[src/timer2_defines.svh]
`ifndef TIMER2_DEFINES_SVH
`define TIMER2_DEFINES_SVH

// Register indices; byte address on the bus is four times the index.
`define IDX_CONTROL      8'hC8
`define IDX_RCAP_LOW     8'hCA
`define IDX_RCAP_HIGH    8'hCB
`define IDX_COUNT_LOW    8'hCC
`define IDX_COUNT_HIGH   8'hCD
`define IDX_IRQ_STATUS   8'hC0
`define IDX_IRQ_MASK     8'hC1

// Control register bit positions.
`define BIT_OVF_FLAG     7
`define BIT_EDGE_FLAG    6
`define BIT_RX_SEL       5
`define BIT_TX_SEL       4
`define BIT_PIN_EN       3
`define BIT_RUN          2
`define BIT_CT_SEL       1
`define BIT_CAP_SEL      0

// Interrupt status and mask bit positions.
`define IRQ_OVF          0
`define IRQ_EDGE         1

`define COUNT_ALL_ONES   16'hFFFF
`define COUNT_STEP       16'h0001
`define APB_ADDR_W       12

`endif

[src/timer2_pkg.sv]
package timer2_pkg;

   typedef struct packed {
      logic [7:0]  ctrl;
      logic [15:0] rcap;
      logic [15:0] count;
      logic        prescale;
      logic [1:0]  irq_stat;
      logic [1:0]  irq_mask;
      logic        pready;
      logic        pslverr;
      logic [31:0] prdata;
      logic        irq;
      logic        rx_clk;
      logic        tx_clk;
   } timer_state_t;

   typedef struct packed {
      logic sync1;
      logic sync2;
      logic prev;
      logic fall;
   } edge_state_t;

endpackage

[src/trig_if.sv]
`timescale 1ns/10ps
interface trig_if;
   logic fall;

   modport src (output fall);
   modport snk (input fall);
endinterface

[src/timer2_capture_reload.sv]
// Notes on behaviour
// RQ1: Overflow sets control bit 7 unless a serial clock select is set.
// RQ2: A qualifying pin falling edge sets control bit 6; software clears it.
// RQ3: Control bit 5 picks receive clock: Timer1 overflow or this overflow.
// RQ4: Control bit 4 picks transmit clock: Timer1 overflow or this overflow.
// RQ5: Pin edges act only with bit 3 set and both serial selects zero.
// RQ6: Timer and counter setting both count once every two clocks.
// RQ7: Bit 0 zero: reload on overflow and on enabled pin edges.
// RQ8: Bit 0 one: capture count on enabled pin edges.
// RQ9: Any serial select forces auto-reload on overflow, ignoring bit 0.
// RQ10: Reload/capture value is two read/write bytes, reset to zero.
// RQ11: Running count is two read/write bytes, reset to zero.
// RQ12: Run control zero holds the count; one lets it advance. With bit 0 zero, enabled pin edges still reload it while run is zero.
// RQ13: Reload copies value to count; capture copies count to value.
`timescale 1ns/10ps
`include "timer2_defines.svh"
module timer2_capture_reload
   import timer2_pkg::*;
(
   input  wire logic                   mclk,
   input  wire logic                   rst,
   input  wire logic [`APB_ADDR_W-1:0] paddr,
   input  wire logic                   psel,
   input  wire logic                   penable,
   input  wire logic                   pwrite,
   input  wire logic [31:0]            pwdata,
   output logic      [31:0]            prdata,
   output logic                        pready,
   output logic                        pslverr,
   input  wire logic                   trigger_pin,
   input  wire logic                   timer1_overflow,
   output logic                        serial_rx_clock,
   output logic                        serial_tx_clock,
   output logic                        irq
);

   timer_state_t s_q;
   timer_state_t s_d;

   trig_if trig ();

   trig_edge u_edge (
      .mclk        (mclk),
      .rst         (rst),
      .trigger_pin (trigger_pin),
      .trig        (trig.src)
   );

   function automatic logic addr_mapped(
      input logic [`APB_ADDR_W-1:0] a
   );
      logic [7:0] idx;
      idx = a[9:2];
      addr_mapped = (a[1:0] == 2'h0) && (a[`APB_ADDR_W-1:10] == 2'h0) &&
                    (idx == `IDX_CONTROL    || idx == `IDX_RCAP_LOW   ||
                     idx == `IDX_RCAP_HIGH  || idx == `IDX_COUNT_LOW  ||
                     idx == `IDX_COUNT_HIGH || idx == `IDX_IRQ_STATUS ||
                     idx == `IDX_IRQ_MASK);
   endfunction

   function automatic logic [7:0] read_mux(
      input timer_state_t          st,
      input logic [`APB_ADDR_W-1:0] a
   );
      read_mux = 8'h00;
      unique case (a[9:2])
         `IDX_CONTROL:    read_mux = st.ctrl;
         `IDX_RCAP_LOW:   read_mux = st.rcap[7:0];
         `IDX_RCAP_HIGH:  read_mux = st.rcap[15:8];
         `IDX_COUNT_LOW:  read_mux = st.count[7:0];
         `IDX_COUNT_HIGH: read_mux = st.count[15:8];
         `IDX_IRQ_STATUS: read_mux = {6'h00, st.irq_stat};
         `IDX_IRQ_MASK:   read_mux = {6'h00, st.irq_mask};
         default:         read_mux = 8'h00;
      endcase
   endfunction

   logic       access;
   logic       wr_go;
   logic       serial_sel;
   logic       tick;
   logic       ovf;
   logic       edge_ev;
   logic       do_capture;
   logic       do_reload;
   logic       ovf_flag_set;
   logic [7:0] wbyte;

   always_comb begin
      s_d     = s_q;
      access  = psel & penable;
      wbyte   = pwdata[7:0];
      wr_go   = access & s_q.pready & pwrite & ~s_q.pslverr;

      // Answer one cycle into the access phase; the write lands on the
      // edge at which the master sees pready, so the bus view is coherent.
      s_d.pready  = access & ~s_q.pready;
      s_d.pslverr = 1'b0;
      if (access && !s_q.pready) begin
         s_d.pslverr = ~addr_mapped(paddr);
         // A refused address reads as zero, even where its index decodes.
         s_d.prdata  = addr_mapped(paddr) ?
                       {24'h000000, read_mux(s_q, paddr)} : 32'h00000000;
      end

      serial_sel = s_q.ctrl[`BIT_RX_SEL] | s_q.ctrl[`BIT_TX_SEL];

      // The prescaler runs only while counting, so a stopped timer
      // restarts with a full two-clock interval.
      tick = s_q.ctrl[`BIT_RUN] & s_q.prescale; // RQ6 RQ12
      s_d.prescale = s_q.ctrl[`BIT_RUN] & ~s_q.prescale; // RQ6
      ovf = tick && (s_q.count == `COUNT_ALL_ONES); // RQ13

      edge_ev = trig.fall & s_q.ctrl[`BIT_PIN_EN] & ~serial_sel; // RQ5
      do_capture = edge_ev & s_q.ctrl[`BIT_CAP_SEL]; // RQ8
      do_reload  = (ovf & (serial_sel | ~s_q.ctrl[`BIT_CAP_SEL])) | // RQ9
                   (edge_ev & ~s_q.ctrl[`BIT_CAP_SEL]); // RQ7

      if (do_reload) begin
         s_d.count = s_q.rcap; // RQ13
      end else if (tick) begin
         s_d.count = s_q.count + `COUNT_STEP; // RQ12
      end
      if (do_capture) begin
         s_d.rcap = s_q.count; // RQ13
      end

      // A software write to a data byte overrides the hardware update
      // in the same cycle.
      if (wr_go) begin
         unique case (paddr[9:2])
            `IDX_CONTROL:    s_d.ctrl = wbyte;
            `IDX_RCAP_LOW:   s_d.rcap[7:0] = wbyte; // RQ10
            `IDX_RCAP_HIGH:  s_d.rcap[15:8] = wbyte; // RQ10
            `IDX_COUNT_LOW:  s_d.count[7:0] = wbyte; // RQ11
            `IDX_COUNT_HIGH: s_d.count[15:8] = wbyte; // RQ11
            `IDX_IRQ_STATUS: s_d.irq_stat = s_q.irq_stat & ~wbyte[1:0];
            `IDX_IRQ_MASK:   s_d.irq_mask = wbyte[1:0];
            default:         s_d.ctrl = s_d.ctrl;
         endcase
      end

      // Hardware sets come last so an event is never lost to a clear.
      ovf_flag_set = ovf & ~serial_sel;
      if (ovf_flag_set) begin
         s_d.ctrl[`BIT_OVF_FLAG] = 1'b1; // RQ1
         s_d.irq_stat[`IRQ_OVF]  = 1'b1;
      end
      if (edge_ev) begin
         s_d.ctrl[`BIT_EDGE_FLAG] = 1'b1; // RQ2
         s_d.irq_stat[`IRQ_EDGE]  = 1'b1;
      end

      s_d.irq = |(s_d.irq_stat & s_d.irq_mask);

      s_d.rx_clk = s_q.ctrl[`BIT_RX_SEL] ? ovf : timer1_overflow; // RQ3
      s_d.tx_clk = s_q.ctrl[`BIT_TX_SEL] ? ovf : timer1_overflow; // RQ4
   end

   always_ff @(posedge mclk) begin
      if (rst) begin
         s_q <= '0;
      end else begin
         s_q <= s_d;
      end
   end

   assign prdata          = s_q.prdata;
   assign pready          = s_q.pready;
   assign pslverr         = s_q.pslverr;
   assign serial_rx_clock = s_q.rx_clk;
   assign serial_tx_clock = s_q.tx_clk;
   assign irq             = s_q.irq;

endmodule

[src/trig_edge.sv]
`timescale 1ns/10ps
module trig_edge
   import timer2_pkg::*;
(
   input  wire logic mclk,
   input  wire logic rst,
   input  wire logic trigger_pin,
   trig_if.src       trig
);

   edge_state_t s_q;
   edge_state_t s_d;

   // The first stage feeds only the second; the edge is taken further on.
   always_comb begin
      s_d       = s_q;
      s_d.sync1 = trigger_pin;
      s_d.sync2 = s_q.sync1;
      s_d.prev  = s_q.sync2;
      s_d.fall  = s_q.prev & ~s_q.sync2;
   end

   always_ff @(posedge mclk) begin
      if (rst) begin
         s_q <= '0;
      end else begin
         s_q <= s_d;
      end
   end

   assign trig.fall = s_q.fall;

endmodule

[config.mk]
export PLATFORM = sky130hd
export DESIGN_NAME = timer2_capture_reload
export DESIGN_NICKNAME = d
export VERILOG_FILES = /design/src/timer2_pkg.sv /design/src/trig_if.sv /design/src/timer2_capture_reload.sv /design/src/trig_edge.sv
export VERILOG_INCLUDE_DIRS = /design/src /design/src/src
export SDC_FILE = /design/constraint.sdc
export NUM_CORES = 1
export LEC_CHECK = 0
export BUFFER_PORTS_ARGS = -buffer_cell sky130_fd_sc_hd__buf_2
export CAP_MARGIN = 25
export CORE_ASPECT_RATIO = 0.9
export CORE_UTILIZATION = 58
export DETAILED_ROUTE_END_ITERATION = 10
export GPL_TIMING_DRIVEN = 0
export PLACE_DENSITY = 0.89
export SKIP_LAST_GASP = 1
export SLEW_MARGIN = 20
export SYNTH_ARGS = -nofsm -noshare
export SYNTH_HDL_FRONTEND = slang
export SYNTH_HIERARCHICAL = 1
export SYNTH_SLANG_ARGS = --single-unit
[constraint.sdc]
create_clock -name mclk -period 5.6 [get_ports mclk]
set_input_delay 0.56 -clock mclk [delete_from_list [all_inputs] [get_ports mclk]]
set_output_delay 0.56 -clock mclk [all_outputs]
set_load 0.02 [all_outputs]
==> impl_results.md <==
- Outcome: complete, but fails checks
- Violated checks: design-rule violations
- Clock transition at the registers of the reported paths: 70 ps
- Total wire length: 9320 µm
- Diodes inserted: 0
- # hold bufs at CTS: 0
- Critical Path RT: 5870 ps
- Total CTS buffers: 9
- Dominant synthesized flop cell: dfxtp_1
- Clock latency on the worst-skew pair: 360 ps
- Worst EP arrival: 2590 ps
- Static Leak: 0.00179 µW
- Cell Area, Synth: 3570 µm²
- Vias in the first global route: 2941
- Vias: 3305
- Final Hold Vio Count: 0
- Max Clock Skew: 9.65 ps
- Peak supply drop: 198 µV
- Post-CTS setup buffer count: 0
- Setup total negative slack: 0 ps
- Worst-Margin Slew: 991 ps
- Pwr dens: 242 nW/µm²
- CTS tree: built
- Die W: 84.7 µm
- Initial antenna violation count: 0
- Core Area: 5790 µm²
- Netlist cell types: 54
- Fillers: 474
- Commonest non-fill, non-tap cells in the layout: dfxtp_1, mux2i_1, buf_2
- Min-Delay Path Class: input port to register
- Multi-input combinational cell area: 2030 µm²
- Share of post-route cells with drive strength above 1: 22.3%
- Vias/cell: 5.97
- Drt wl/cell: 16.8 µm
- Yosys Warn Count: 6
- Initial Utilization: 61.6%
- Syn Inst Count: 406
- Met3 WL: 1020 µm
- Largest net degree at the start of global routing: 12
- WHS: 411 ps
- Root buf cell: clkbuf_8
- Final min period: 2320 ps
- Tot GR Track Use: 29.9%
- # resized after CTS: 0
- EDFF count, synth: 0
- Top cells by area, synth: dfxtp_1, mux2i_1, buf_4, nand2_1, nor2_1
- H-tree Lvls: 3
- Final HPWL DP: 6920 µm
- Max Cap Viol: 0
- Highest-delay cell along the critical path: o21ai_0
- Element type at the critical path start: register
- Met1 Wirelength: 3950 µm
- Synth top area share: 34.8%
- Max Root-Sink Buffers: 2
- Area added between synthesis and finish: 17.3%
- Routed Antenna Nets: 0
- Crit path capture type: register
- Slowest stage delay, CP: 540 ps
- Max Slew Vio Count: 0
- # DRC: 2
- Area leader, netlist: dfxtp_1
- Wire length on met2: 4230 µm
- Total die area: 6470 µm²
- First-pass GRT wire length: 15000 µm
- Mean area per synthesized cell: 8.79 µm²
- Final Setup Violations: 0
- Die H: 76.4 µm
- Final worst-path cycle share: 41.5%
- Yosys reg bits: 62
- # IOs: 88
- RSZ-0062 raised after global routing: false
- Total Power: 1010 µW
- Nets: 531
- Detailed Routing Iterations Pass 1: 11
- Post-synthesis sequential area ratio: 34.8%
- Async SR Flop Fraction: 0%
- Row count: 26
- Worst-path maximum fanout: 6
- Initial drt markers: 459
- PortBufs: 38
- Highest routed metal layer: met4
- Cell Chain, Critical Path: ha_1, nand3_2, or3_1, buf_6, o21ai_0, a41oi_1, o31ai_1
- Most common cell after layout, fill and taps aside: dfxtp_1
- Seq. cell area: 1240 µm²
- Sink Count: 62
- Gr ovfl total: 0
- GPL Wtd Cong: 0.948
- FMAX: 0.431 GHz
- Slew margin rel.: 33.4%
- CP Class: register to register
[critical path, delay by kind of cell (launching register included)]
kind                       cells  cell delay, ps
AOI/OAI and AO/OA              3             850
adders and majority gates      1             220
buffers and inverters          1             150
and+or+nand+nor                2             590
DFF                            1             430
[cell type report]
type                       count  share of cell area [%]
inverter                       6                   0.538
clock inverter                 5                    2.54
buffer                        53                    8.67
sequential                    62                    29.7
tap                           70                    2.09
multi-input combinational    308                    48.5
timing repair buffer          39                    4.66
clock buffer                  11                    3.38
[registers in the layout (all words and copies together) (netlist names)]
name,cells
serial_tx_clock,1
pslverr,1
irq,1
u_edge/s_q,1
prdata,8
pready,1
serial_rx_clock,1
s_q,45
u_edge/s_d,2
u_edge/trig.fall,1
[worst paths after layout]
| kind | end | cells past startpoint | start | slack, ps |
|---|---|---|---|---|
| hold / removal | u_edge/s_d[2] | 2 | trigger_pin | 410 |
| setup / recovery | s_q[57] | 7 | s_q[42] | 3280 |
| hold reg to reg | u_edge/trig.fall | 1 | u_edge/s_d[1] | 430 |
| setup reg to reg | s_q[57] | 7 | s_q[42] | 3280 |
[power breakdown]
part	leakage [µW]	internal, µW	switching (µW)	total [µW]
combinational	0.00117	26.9	49.2	76.1
sequential	0.000501	443	1.02	444
clock	0.000120	309	184	492
[synth_stat cells, drive strengths merged, types with 9 or more instances]
cell type / instances
buf: 44
o21ai: 23
mux2i: 54
dfxtp: 62
xor2: 9
nand3: 10
a22oi: 9
nor2: 37
nand2: 38
clkbuf: 9
a211oi: 16
nor4: 9
[through the flow]
stage,area (µm²),setup slack [ps],util [%],cells
3_3_place_gp,3930,3100,67.9,537
2_1_floorplan,3650,3610,-,429
3_5_place_dp,3930,3130,67.9,537
6_report,4190,3280,72.3,554
5_1_grt,4190,3190,72.3,554
4_1_cts,4180,3350,72.2,553
[per-layer routing]
metal  GRT usage, %  vias to the layer above
met4           9.83                        0
met2           44.9                      179
li1               -                     1564
met5              0                        -
met1           40.9                     1546
met3           8.78                       16
[kinds of logic (layout without fill, tap and decap cells)]
family | Yosys count | after routing | synth area share (%)
muxes | 56 | 56 | 15.8
DFF | 62 | 62 | 34.8
xor gates and xnor gates | 14 | 14 | 3.44
AOI/OAI and AO/OA | 79 | 79 | 14.8
buffers and inverters | 59 | 114 | 10.8
other | 1 | 24 | 0.105
adders and majority gates | 1 | 1 | 0.351
and+or+nand+nor | 134 | 134 | 20.0
No activity file was read; power rests on OpenSTA's default activity.
